## src/rtl/rss_regs.svh

```systemverilog
`ifndef RSS_REGS_SVH
`define RSS_REGS_SVH

// ----------------------------------------
// status byte bit positions
// ----------------------------------------
`define RSS_STB_OPER 7
`define RSS_STB_RQS 6
`define RSS_STB_ESB 5
`define RSS_STB_MAV 4
`define RSS_STB_QUES 3
`define RSS_STB_EQ 2
`define RSS_SRE_MASK 8'hbf

// ----------------------------------------
// standard event status bit positions
// ----------------------------------------
`define RSS_ESR_PON 7
`define RSS_ESR_CME 5
`define RSS_ESR_EXE 4
`define RSS_ESR_DDE 3
`define RSS_ESR_QYE 2
`define RSS_ESR_OPC 0
`define RSS_ESR_RESET 8'h80
`define RSS_ESR_MASK 8'hbd

// ----------------------------------------
// condition group layouts
// ----------------------------------------
`define RSS_OPER_CAL 0
`define RSS_OPER_SETTLE 1
`define RSS_OPER_MASK 16'h4313
`define RSS_QUES_CMDWARN 14
`define RSS_QUES_MASK 16'h418d
`define RSS_REG_RESET 16'h0000
`define RSS_BYTE_RESET 8'h00

`endif

```

## src/rtl/rss_pkg.sv

```systemverilog
package rss_pkg;

  typedef enum logic [3:0] {
    RSS_CMD_NONE = 4'h0,
    RSS_CMD_RD_STB = 4'h1,
    RSS_CMD_RD_SRE = 4'h2,
    RSS_CMD_WR_SRE = 4'h3,
    RSS_CMD_RD_ESR = 4'h4,
    RSS_CMD_RD_ESE = 4'h5,
    RSS_CMD_WR_ESE = 4'h6,
    RSS_CMD_CLS = 4'h7,
    RSS_CMD_OPC = 4'h8,
    RSS_CMD_RD_OPER_EV = 4'h9,
    RSS_CMD_RD_OPER_COND = 4'ha,
    RSS_CMD_WR_OPER_EN = 4'hb,
    RSS_CMD_RD_QUES_EV = 4'hc,
    RSS_CMD_RD_QUES_COND = 4'hd,
    RSS_CMD_WR_QUES_EN = 4'he,
    RSS_CMD_RD_OPER_EN = 4'hf
  } rss_cmd_t;

  // summary of a register gated by its enable mask
  function automatic logic rss_any_enabled(input logic [15:0] bits, input logic [15:0] en);
    rss_any_enabled = |(bits & en);
  endfunction

endpackage

```

## src/rtl/rss_event_group.sv

```systemverilog
`timescale 1ns/1ps
`include "rss_regs.svh"

module rss_event_group
  import rss_pkg::*;
#(
  parameter logic [15:0] VALID_MASK = 16'hffff
) (
  input wire logic mclk_i,
  input wire logic arst_n_i,
  input wire logic [15:0] cond_i,
  input wire logic [15:0] set_i,
  input wire logic rd_clr_i,
  input wire logic clr_i,
  input wire logic en_wr_i,
  input wire logic [15:0] en_data_i,
  output logic [15:0] cond_o,
  output logic [15:0] event_o,
  output logic [15:0] enable_o,
  output logic summary_o
);

  logic [15:0] rise;
  logic [15:0] next_event;

  // ----------------------------------------
  // condition, event latch, enable
  // ----------------------------------------
  assign rise = ((cond_i & ~cond_o) | set_i) & VALID_MASK;

  always_comb begin
    next_event = event_o;
    if (rd_clr_i || clr_i) begin
      next_event = `RSS_REG_RESET;
    end
    // a rising event in the clearing cycle is kept
    next_event = next_event | rise;
  end

  always_ff @(posedge mclk_i or negedge arst_n_i) begin
    if (!arst_n_i) begin
      cond_o <= `RSS_REG_RESET;
    end else begin
      cond_o <= cond_i & VALID_MASK;
    end
  end

  always_ff @(posedge mclk_i or negedge arst_n_i) begin
    if (!arst_n_i) begin
      event_o <= `RSS_REG_RESET;
    end else begin
      event_o <= next_event;
    end
  end

  always_ff @(posedge mclk_i or negedge arst_n_i) begin
    if (!arst_n_i) begin
      enable_o <= `RSS_REG_RESET;
    end else if (en_wr_i) begin
      enable_o <= en_data_i & VALID_MASK;
    end
  end

  always_ff @(posedge mclk_i or negedge arst_n_i) begin
    if (!arst_n_i) begin
      summary_o <= 1'b0;
    end else begin
      summary_o <= rss_any_enabled(event_o, enable_o);
    end
  end
endmodule

```

## src/rtl/rss_status.sv

```systemverilog
`timescale 1ns/1ps
`include "rss_regs.svh"

module rss_status
  import rss_pkg::*;
(
  input wire logic mclk_i,
  input wire logic arst_n_i,
  input wire logic cmd_valid_i,
  input wire rss_cmd_t cmd_code_i,
  input wire logic [15:0] cmd_data_i,
  input wire logic [15:0] oper_cond_i,
  input wire logic calibrating_i,
  input wire logic settling_i,
  input wire logic [15:0] ques_cond_i,
  input wire logic param_ignored_i,
  input wire logic msg_avail_i,
  input wire logic err_queue_nonempty_i,
  input wire logic syntax_err_i,
  input wire logic exec_err_i,
  input wire logic device_err_i,
  input wire logic query_req_i,
  input wire logic ops_pending_i,
  output logic resp_valid_o,
  output logic [15:0] resp_data_o,
  output logic [7:0] status_byte_o,
  output logic [7:0] standard_event_status_o
);

  logic [7:0] service_request_enable;
  logic [7:0] standard_event_enable;
  logic [7:0] next_esr;
  logic [7:0] stb_low;
  logic [15:0] oper_cond_all;
  logic [15:0] ques_set;
  logic [15:0] oper_cond;
  logic [15:0] oper_event;
  logic [15:0] oper_enable;
  logic [15:0] ques_cond;
  logic [15:0] ques_event;
  logic [15:0] ques_enable;
  logic oper_summary;
  logic ques_summary;
  logic opc_armed;
  logic rqs;
  logic is_cmd_rd_esr;
  logic is_cmd_cls;

  assign is_cmd_rd_esr = cmd_valid_i && (cmd_code_i == RSS_CMD_RD_ESR);
  assign is_cmd_cls = cmd_valid_i && (cmd_code_i == RSS_CMD_CLS);

  // ----------------------------------------
  // operation and questionable groups
  // ----------------------------------------
  always_comb begin
    oper_cond_all = oper_cond_i;
    oper_cond_all[`RSS_OPER_CAL] = calibrating_i;
    oper_cond_all[`RSS_OPER_SETTLE] = settling_i;
    ques_set = `RSS_REG_RESET;
    ques_set[`RSS_QUES_CMDWARN] = param_ignored_i;
  end

  rss_event_group #(
    .VALID_MASK(`RSS_OPER_MASK)
  ) u_oper (
    .mclk_i(mclk_i),
    .arst_n_i(arst_n_i),
    .cond_i(oper_cond_all),
    .set_i(`RSS_REG_RESET),
    .rd_clr_i(cmd_valid_i && (cmd_code_i == RSS_CMD_RD_OPER_EV)),
    .clr_i(is_cmd_cls),
    .en_wr_i(cmd_valid_i && (cmd_code_i == RSS_CMD_WR_OPER_EN)),
    .en_data_i(cmd_data_i),
    .cond_o(oper_cond),
    .event_o(oper_event),
    .enable_o(oper_enable),
    .summary_o(oper_summary)
  );

  // command warning is a one-shot event with no lasting condition
  rss_event_group #(
    .VALID_MASK(`RSS_QUES_MASK)
  ) u_ques (
    .mclk_i(mclk_i),
    .arst_n_i(arst_n_i),
    .cond_i(ques_cond_i),
    .set_i(ques_set),
    .rd_clr_i(cmd_valid_i && (cmd_code_i == RSS_CMD_RD_QUES_EV)),
    .clr_i(is_cmd_cls),
    .en_wr_i(cmd_valid_i && (cmd_code_i == RSS_CMD_WR_QUES_EN)),
    .en_data_i(cmd_data_i),
    .cond_o(ques_cond),
    .event_o(ques_event),
    .enable_o(ques_enable),
    .summary_o(ques_summary)
  );

  // ----------------------------------------
  // enable registers
  // ----------------------------------------
  always_ff @(posedge mclk_i or negedge arst_n_i) begin
    if (!arst_n_i) begin
      service_request_enable <= `RSS_BYTE_RESET;
    end else if (cmd_valid_i && (cmd_code_i == RSS_CMD_WR_SRE)) begin
      service_request_enable <= cmd_data_i[7:0] & `RSS_SRE_MASK;
    end
  end

  always_ff @(posedge mclk_i or negedge arst_n_i) begin
    if (!arst_n_i) begin
      standard_event_enable <= `RSS_BYTE_RESET;
    end else if (cmd_valid_i && (cmd_code_i == RSS_CMD_WR_ESE)) begin
      standard_event_enable <= cmd_data_i[7:0] & `RSS_ESR_MASK;
    end
  end

  // ----------------------------------------
  // standard event status
  // ----------------------------------------
  always_ff @(posedge mclk_i or negedge arst_n_i) begin
    if (!arst_n_i) begin
      opc_armed <= 1'b0;
    end else if (cmd_valid_i && (cmd_code_i == RSS_CMD_OPC)) begin
      opc_armed <= 1'b1;
    end else if (is_cmd_cls || (opc_armed && !ops_pending_i)) begin
      opc_armed <= 1'b0;
    end
  end

  always_comb begin
    next_esr = standard_event_status_o;
    if (is_cmd_rd_esr || is_cmd_cls) begin
      next_esr = `RSS_BYTE_RESET;
    end
    // sets win over the read or clear in the same cycle
    if (syntax_err_i) begin
      next_esr[`RSS_ESR_CME] = 1'b1;
    end
    if (exec_err_i) begin
      next_esr[`RSS_ESR_EXE] = 1'b1;
    end
    if (device_err_i) begin
      next_esr[`RSS_ESR_DDE] = 1'b1;
    end
    if (query_req_i && !msg_avail_i) begin
      next_esr[`RSS_ESR_QYE] = 1'b1;
    end
    if (opc_armed && !ops_pending_i) begin
      next_esr[`RSS_ESR_OPC] = 1'b1;
    end
    next_esr = next_esr & `RSS_ESR_MASK;
  end

  always_ff @(posedge mclk_i or negedge arst_n_i) begin
    if (!arst_n_i) begin
      standard_event_status_o <= `RSS_ESR_RESET;
    end else begin
      standard_event_status_o <= next_esr;
    end
  end

  // ----------------------------------------
  // status byte
  // ----------------------------------------
  always_comb begin
    stb_low = `RSS_BYTE_RESET;
    stb_low[`RSS_STB_OPER] = oper_summary;
    stb_low[`RSS_STB_ESB] = rss_any_enabled({8'h00, standard_event_status_o},
      {8'h00, standard_event_enable});
    stb_low[`RSS_STB_MAV] = msg_avail_i;
    stb_low[`RSS_STB_QUES] = ques_summary;
    stb_low[`RSS_STB_EQ] = err_queue_nonempty_i;
    rqs = rss_any_enabled({8'h00, stb_low}, {8'h00, service_request_enable});
  end

  always_ff @(posedge mclk_i or negedge arst_n_i) begin
    if (!arst_n_i) begin
      status_byte_o <= `RSS_BYTE_RESET;
    end else begin
      status_byte_o <= stb_low | ({7'h00, rqs} << `RSS_STB_RQS);
    end
  end

  // ----------------------------------------
  // query responses
  // ----------------------------------------
  always_ff @(posedge mclk_i or negedge arst_n_i) begin
    if (!arst_n_i) begin
      resp_valid_o <= 1'b0;
      resp_data_o <= `RSS_REG_RESET;
    end else begin
      resp_valid_o <= 1'b0;
      if (cmd_valid_i) begin
        resp_valid_o <= 1'b1;
        case (cmd_code_i)
          RSS_CMD_RD_STB: resp_data_o <= {8'h00, status_byte_o};
          RSS_CMD_RD_SRE: resp_data_o <= {8'h00, service_request_enable};
          RSS_CMD_RD_ESR: resp_data_o <= {8'h00, standard_event_status_o};
          RSS_CMD_RD_ESE: resp_data_o <= {8'h00, standard_event_enable};
          RSS_CMD_RD_OPER_EV: resp_data_o <= oper_event;
          RSS_CMD_RD_OPER_COND: resp_data_o <= oper_cond;
          RSS_CMD_RD_OPER_EN: resp_data_o <= oper_enable;
          RSS_CMD_RD_QUES_EV: resp_data_o <= ques_event;
          RSS_CMD_RD_QUES_COND: resp_data_o <= ques_cond;
          default: resp_valid_o <= 1'b0;
        endcase
      end
    end
  end

  logic powered;
  always_ff @(posedge mclk_i or negedge arst_n_i) begin
    if (!arst_n_i) begin
      powered <= 1'b0;
    end else begin
      powered <= 1'b1;
    end
  end
endmodule
```

## config.mk

```make
export PLATFORM = sky130hd
export DESIGN_NAME = rss_status
export DESIGN_NICKNAME = d
export VERILOG_FILES = /design/src/rtl/rss_pkg.sv /design/src/rtl/rss_event_group.sv /design/src/rtl/rss_status.sv
export VERILOG_INCLUDE_DIRS = /design/src /design/src/rtl
export SDC_FILE = /design/constraint.sdc
export NUM_CORES = 1
export LEC_CHECK = 0
export ABC_AREA = 0
export BUFFER_PORTS_ARGS = -buffer_cell sky130_fd_sc_hd__clkbuf_2
export CORE_ASPECT_RATIO = 0.5
export CORE_MARGIN = 8
export CORE_UTILIZATION = 30
export DETAILED_ROUTE_END_ITERATION = 7
export GPL_ROUTABILITY_DRIVEN = 1
export SYNTH_ARGS = -nofsm -noshare
export SYNTH_HDL_FRONTEND = slang
export SYNTH_SLANG_ARGS = --single-unit
```

## constraint.sdc

```tcl
create_clock -name mclk_i -period 1.6 [get_ports mclk_i]
set_input_delay 0.24 -clock mclk_i [delete_from_list [all_inputs] [get_ports mclk_i]]
set_output_delay 0.24 -clock mclk_i [all_outputs]
set_load 0.01 [all_outputs]
```

==> impl_metrics.json, run 1 <==
{
  "die_w_microns": 169,
  "routed_wl_microns": 10800,
  "synth_common_cells": "dfrtp_1 (75), mux2_2 (28), nand2_1 (24), inv_1 (19), a22oi_1 (18)",
  "synth_cells": 297,
  "synthArstFlopShare_pct": 100,
  "cap_violations": 0,
  "worstSkewPairLatency_ns": 0.34,
  "ys_seq_elements": 76,
  "post-route-min-period_ns": 1.50,
  "path_clk_slew_ns": 0.06,
  "critical-path-top-delay-family": "multiplexers",
  "vias": 2794,
  "power_density_mw_per_mm2": 1210,
  "synth_area_leader_cell": "dfrtp_1",
  "path_class": "flop to flop",
  "synthToLayoutAreaGrowth_pct": 31.3,
  "grt_pass1_vias": 2986,
  "cp_cell_sequence": "mux4_2 > nand2_1 > a21oi_1 > a221o_1",
  "hold_path.class": "input pin to flop",
  "p_total_mw": 5.55,
  "seqCellArea_sq_mm": 0.00190,
  "cts_tree": "yes",
  "p_leak_nw": 2.17,
  "dpl.hpwl_microns": 8590,
  "antenna_found_initial": 0,
  "ys_types": 53,
  "yosysWarnings": 0,
  "skew_ns": 0.00298,
  "drt-initial-drc-count": 208,
  "io_pins": 98,
  "critPathCaptureType": "flop",
  "syn_area_per_cell_sq_um": 11.8,
  "critPathMaxStageDelay_ns": 0.46,
  "synth-edff-count": 0,
  "htreeDepth": 3,
  "route.detailed.drc": 0,
  "start_util_pct": 30.2,
  "grt_max_degree": 44,
  "crit_fanout": 3,
  "finalSetupViolCount": 0,
  "post_drt_wl_per_cell_microns": 18.9,
  "final-hold-violation-count": 0,
  "multiInputGateArea_sq_mm": 0.00137,
  "core_area_sq_mm": 0.0116,
  "synth.most_common_cell": "dfrtp_1",
  "startpoint_type": "flop",
  "antenna_cells": 0,
  "gp_congestion": 0.873,
  "period_share_pct": 93.8,
  "grt_overflow": 0,
  "via_per_inst": 4.90,
  "clock_tree.buffer_depth": 2,
  "core.rowCount": 28,
  "fillers": 1182,
  "post_cts_buffers": 0,
  "synth_top_area_share_pct": 53.5,
  "cts_made_buffers": 9,
  "cp_slowest_cell": "mux4_2",
  "place_ws_ns": -0.111,
  "worst_slack_ns": 0.0991,
  "irDropWorstVdd_mv": 0.435,
  "grt_pass1_wl_microns": 17200,
  "required_ns": 1.82,
  "rsz0062_at_grt": "no",
  "slew_viol_final": 0,
  "portBuffers": 60,
  "nets": 465,
  "cp.arrival_ns": 1.72,
  "whs_ns": 0.0214,
  "syn_area_sq_mm": 0.00351,
  "dieHeight_microns": 92.4,
  "ant_nets": 0,
  "cts_sinks": 76,
  "layout-drive-gt1-share_pct": 40.2,
  "cp_num_buf_inv": 0,
  "cts-root-buf": "clkbuf_16",
  "fmax_mhz": 666,
  "die_area_sq_mm": 0.0156,
  "outcome": "finished, final reports clean",
  "yosysSeqAreaShare_pct": 54.3,
  "drt_pre_antenna_iters": 4,
  "synth_top_cells_by_area": "dfrtp_1 (54%), mux2_2 (9.0%), a22oi_1 (3.9%), buf_4 (2.6%), nand2_1 (2.6%)",
  "grt_use_total_pct": 14.6,
  "synthFlopType": "dfrtp_1"
}
## logic make-up after synthesis
group / after synthesis / share of synthesized area (%)
muxes: 33 / 10.8
DFF: 76 / 54.3
buffers and inverters: 46 / 7.42
other: 1 / 0.107
and+or+nand+nor: 63 / 10.1
AOI/OAI and AO/OA: 78 / 17.3
## layout make-up
cell class	instances	area share (%)
Timing Repair Buffer	111	16.0
Inverter	19	1.55
Sequential cell	76	41.4
Clock buffer	12	5.14
Multi-Input combinational cell	183	29.8
Tap cell	165	4.49
Clock inverter	4	1.60
## stage by stage
step / setup TNS [ns] / std cells / instance area, sq um / utilization [%]
final: 0 / 570 / 4600 / 39.7
after global routing: 0 / 570 / 4600 / 39.7
after CTS: 0 / 570 / 4600 / 39.7
after detailed placement: -1.16 / 553 / 4280 / 36.9
after global placement: -0.831 / 553 / 4280 / 36.9
after floorplan: 0 / 305 / 3540 / -
## worst register-to-register path, delay by kind of cell, from the launching register on
| kind | cells | cell delay [ns] |
|---|---|---|
| compound gates | 2 | 0.39 |
| mux | 1 | 0.47 |
| simple gates | 1 | 0.12 |
| flops | 1 | 0.42 |
## routing by layer
metal	share of wire (%)	GRT usage [%]
met5	0	0
met4	0.83	3.54
met3	10	5.81
met2	38	18.4
met1	51	22.0
## cells in the final DEF (no fill, tap or decap), types with 4 or more instances in the layout
cell type,n
a221o_1,5
o21ai_0,15
a22o_1,10
nand2_1,24
clkbuf_16,9
mux2i_1,4
a32oi_1,6
and2_1,4
clkbuf_2,59
mux2_2,28
buf_4,47
conb_1,9
dfrtp_1,75
nand3_1,9
nor2b_1,4
inv_1,19
buf_12,4
a22oi_1,18
## what timing repair did
action	4_1_cts	5_1_grt
endpoints found under the hold margin	32	0
hold buffers	1	0
gates resized for setup	0	0
## power breakdown
group	internal (mW)	switching, mW
Sequential	2.21	0.257
Combinational	0.471	0.454
Clock	1.37	0.785
## state kept, by name, indices dropped and copies added, names as in the netlist
signal / cells
u_ques.enable_o: 6
service_request_enable: 7
standard_event_enable: 6
u_oper.summary_o: 1
u_ques.summary_o: 1
u_ques.event_o: 6
resp_data_o: 11
u_oper.enable_o: 6
u_oper.event_o: 6
u_oper.cond_o: 6
opc_armed: 1
standard_event_status_o: 6
u_ques.cond_o: 6
resp_valid_o: 1
status_byte_o: 6
## final timing paths
path	startpoint	slack, ns	cells after the start	endpoint
setup / recovery	u_ques.event_o[3]	0.1	4	resp_data_o[3]
hold / removal	oper_cond_i[9]	0.02	1	u_oper.cond_o[9]
setup reg to reg	u_ques.event_o[3]	0.1	4	resp_data_o[3]
hold reg to reg	u_oper.summary_o	0.42	0	status_byte_o[7]
max in group asynchronous	arst_n_i	0.59	3	u_ques.cond_o[3]
min in group asynchronous	arst_n_i	0.40	2	resp_data_o[8]
Note: power is estimated with default switching activity, not from simulation.
==> inputs of run 2 (changes only) <==
--- a/config.mk
+++ b/config.mk
@@ -15,4 +15,5 @@
 export GPL_ROUTABILITY_DRIVEN = 1
 export SYNTH_ARGS = -nofsm -noshare
 export SYNTH_HDL_FRONTEND = slang
+export SYNTH_HIERARCHICAL = 1
 export SYNTH_SLANG_ARGS = --single-unit
==> run 2 against run 1 <==
Compared with the run above: critical path type is now input pin to flop; global-route usage decreased by 1.8 points; area after synthesis increased by 27%; sequential power up 4%; die area increased by 23%; utilization is 2.1 points lower.
==> impl_metrics.json, run 2 <==
{
  "portBuffers": 65,
  "crit_fanout": 14,
  "io_pins": 98,
  "cts_tree": "yes",
  "grt_overflow": 0,
  "antenna_found_initial": 0,
  "worstSkewPairLatency_ns": 0.34,
  "routed_wl_microns": 12000,
  "dieHeight_microns": 102,
  "hold_buffers": 1,
  "drt-initial-drc-count": 279,
  "whs_ns": 0.0135,
  "ant_nets": 0,
  "vias": 3395,
  "syn_area_sq_mm": 0.00445,
  "post_drt_wl_per_cell_microns": 16.3,
  "final_common_cell": "dfrtp_1",
  "fmax_mhz": 702,
  "period_share_pct": 89.0,
  "dpl.hpwl_microns": 9430,
  "grt_use_total_pct": 12.8,
  "finalSetupViolCount": 0,
  "antenna_cells": 0,
  "drt_pre_antenna_iters": 4,
  "cts-resized-gates": 0,
  "top_register": "resp_data_o",
  "slew_viol_final": 0,
  "critical-path-top-delay-family": "simple AND/OR/NAND/NOR gates",
  "critPathMaxStageDelay_ns": 0.42,
  "fillers": 1470,
  "startpoint_type": "input pin",
  "cts-root-buf": "clkbuf_16",
  "htreeDepth": 3,
  "post-route-min-period_ns": 1.42,
  "power_density_mw_per_mm2": 1030,
  "gp_congestion": 0.865,
  "critPathCaptureType": "flop",
  "synthToLayoutAreaGrowth_pct": 22.3,
  "cp_num_buf_inv": 1,
  "path_clk_slew_ns": 0.07,
  "yosysWarnings": 6,
  "cp_slowest_cell": "a2111o_1",
  "skew_ns": 0.00553,
  "route.detailed.drc": 0,
  "hold_path.class": "input pin to flop",
  "cp_cell_sequence": "clkbuf_2 > and3b_1 > a2111o_1 > or3_1 > o221a_2",
  "nets": 601,
  "final-hold-violation-count": 0,
  "grt_max_degree": 39,
  "post_cts_buffers": 0,
  "outcome": "finished, final reports clean",
  "cts_sinks": 81,
  "p_leak_nw": 2.55,
  "core.rowCount": 31,
  "cp.arrival_ns": 1.65,
  "grt_pass1_wl_microns": 19200,
  "die_w_microns": 188,
  "die_area_sq_mm": 0.0192,
  "layout-drive-gt1-share_pct": 33.3,
  "syn_area_per_cell_sq_um": 10.7,
  "path_class": "input pin to flop",
  "top_regs": "resp_data_o (16), service_request_enable (7)",
  "largest_reg_flops": 16,
  "cts_made_buffers": 9,
  "via_per_inst": 4.59,
  "clock_tree.buffer_depth": 2,
  "cap_violations": 0,
  "grt_pass1_vias": 3439,
  "core_area_sq_mm": 0.0145,
  "irDropWorstVdd_mv": 0.424,
  "final_cell_mix": "dfrtp_1 (80), conb_1 (65), clkbuf_2 (64)",
  "rsz0062_at_grt": "no",
  "synth_cells": 416,
  "setup_tns_ns": 0,
  "start_util_pct": 30.8,
  "required_ns": 1.83
}
-- run 2: final timing paths --
check	startpoint	to	slack, ns	cells past startpoint
max	cmd_code_i[2]	resp_data_o[3]	0.18	5
min	ques_cond_i[14]	u_ques/cond_o[14]	0.01	1
max reg2reg	standard_event_enable[2]	resp_data_o[2]	0.18	5
min reg2reg	u_ques/summary_o	status_byte_o[3]	0.43	0
max in group asynchronous	arst_n_i	status_byte_o[6]	0.67	3
min in group asynchronous	arst_n_i	u_ques/enable_o[14]	0.33	2
-- run 2: final cells by class --
cell class	count	area (sq um)	share of cell area, %
flip-flops and latches	81	2030	37.3
multi-input cells	302	2020	37.1
repair buffers	124	798	14.7
well taps	198	248	4.55
clock buffers	9	225	4.14
inverters	18	67.6	1.24
clock inverters	7	55.1	1.01
-- run 2: per-stage QoR --
step	worst slack (ns)	instance area, sq um	util (%)	power [mW]	cells
finish	0.176	5440	37.6	5.62	739
global route	0.0294	5440	37.6	5.89	739
detailed placement	-0.158	5150	35.6	3.71	722
CTS	0.180	5440	37.6	5.67	739
global placement	-0.125	5150	35.6	3.68	722
floorplan	0.0551	4680	-	3.28	478
-- run 2: power by group --
group          switching, mW  internal (mW)  total (mW)
clock                  0.880           1.07        1.95
sequential             0.234           2.33        2.57
combinational          0.545          0.565        1.11
total                   1.66           3.96        5.62
-- run 2: worst register-to-register path: stages, from the launching register on --
cell      delay, ns
dfrtp_1        0.40
mux2i_1        0.23
a211oi_1       0.12
a311o_1        0.36
o22ai_1        0.11
o21ai_0        0.08
-- run 2: metal layers --
| layer | track usage (%) | share of wire (%) | vias to the layer above |
|---|---|---|---|
| met3 | 3.20 | 5.6 | 14 |
| met5 | 0 | 0 | - |
| met1 | 17.2 | 47 | 1648 |
| met2 | 19.9 | 45 | 89 |
| met4 | 4.63 | 1.6 | 0 |
| li1 | - | - | 1644 |
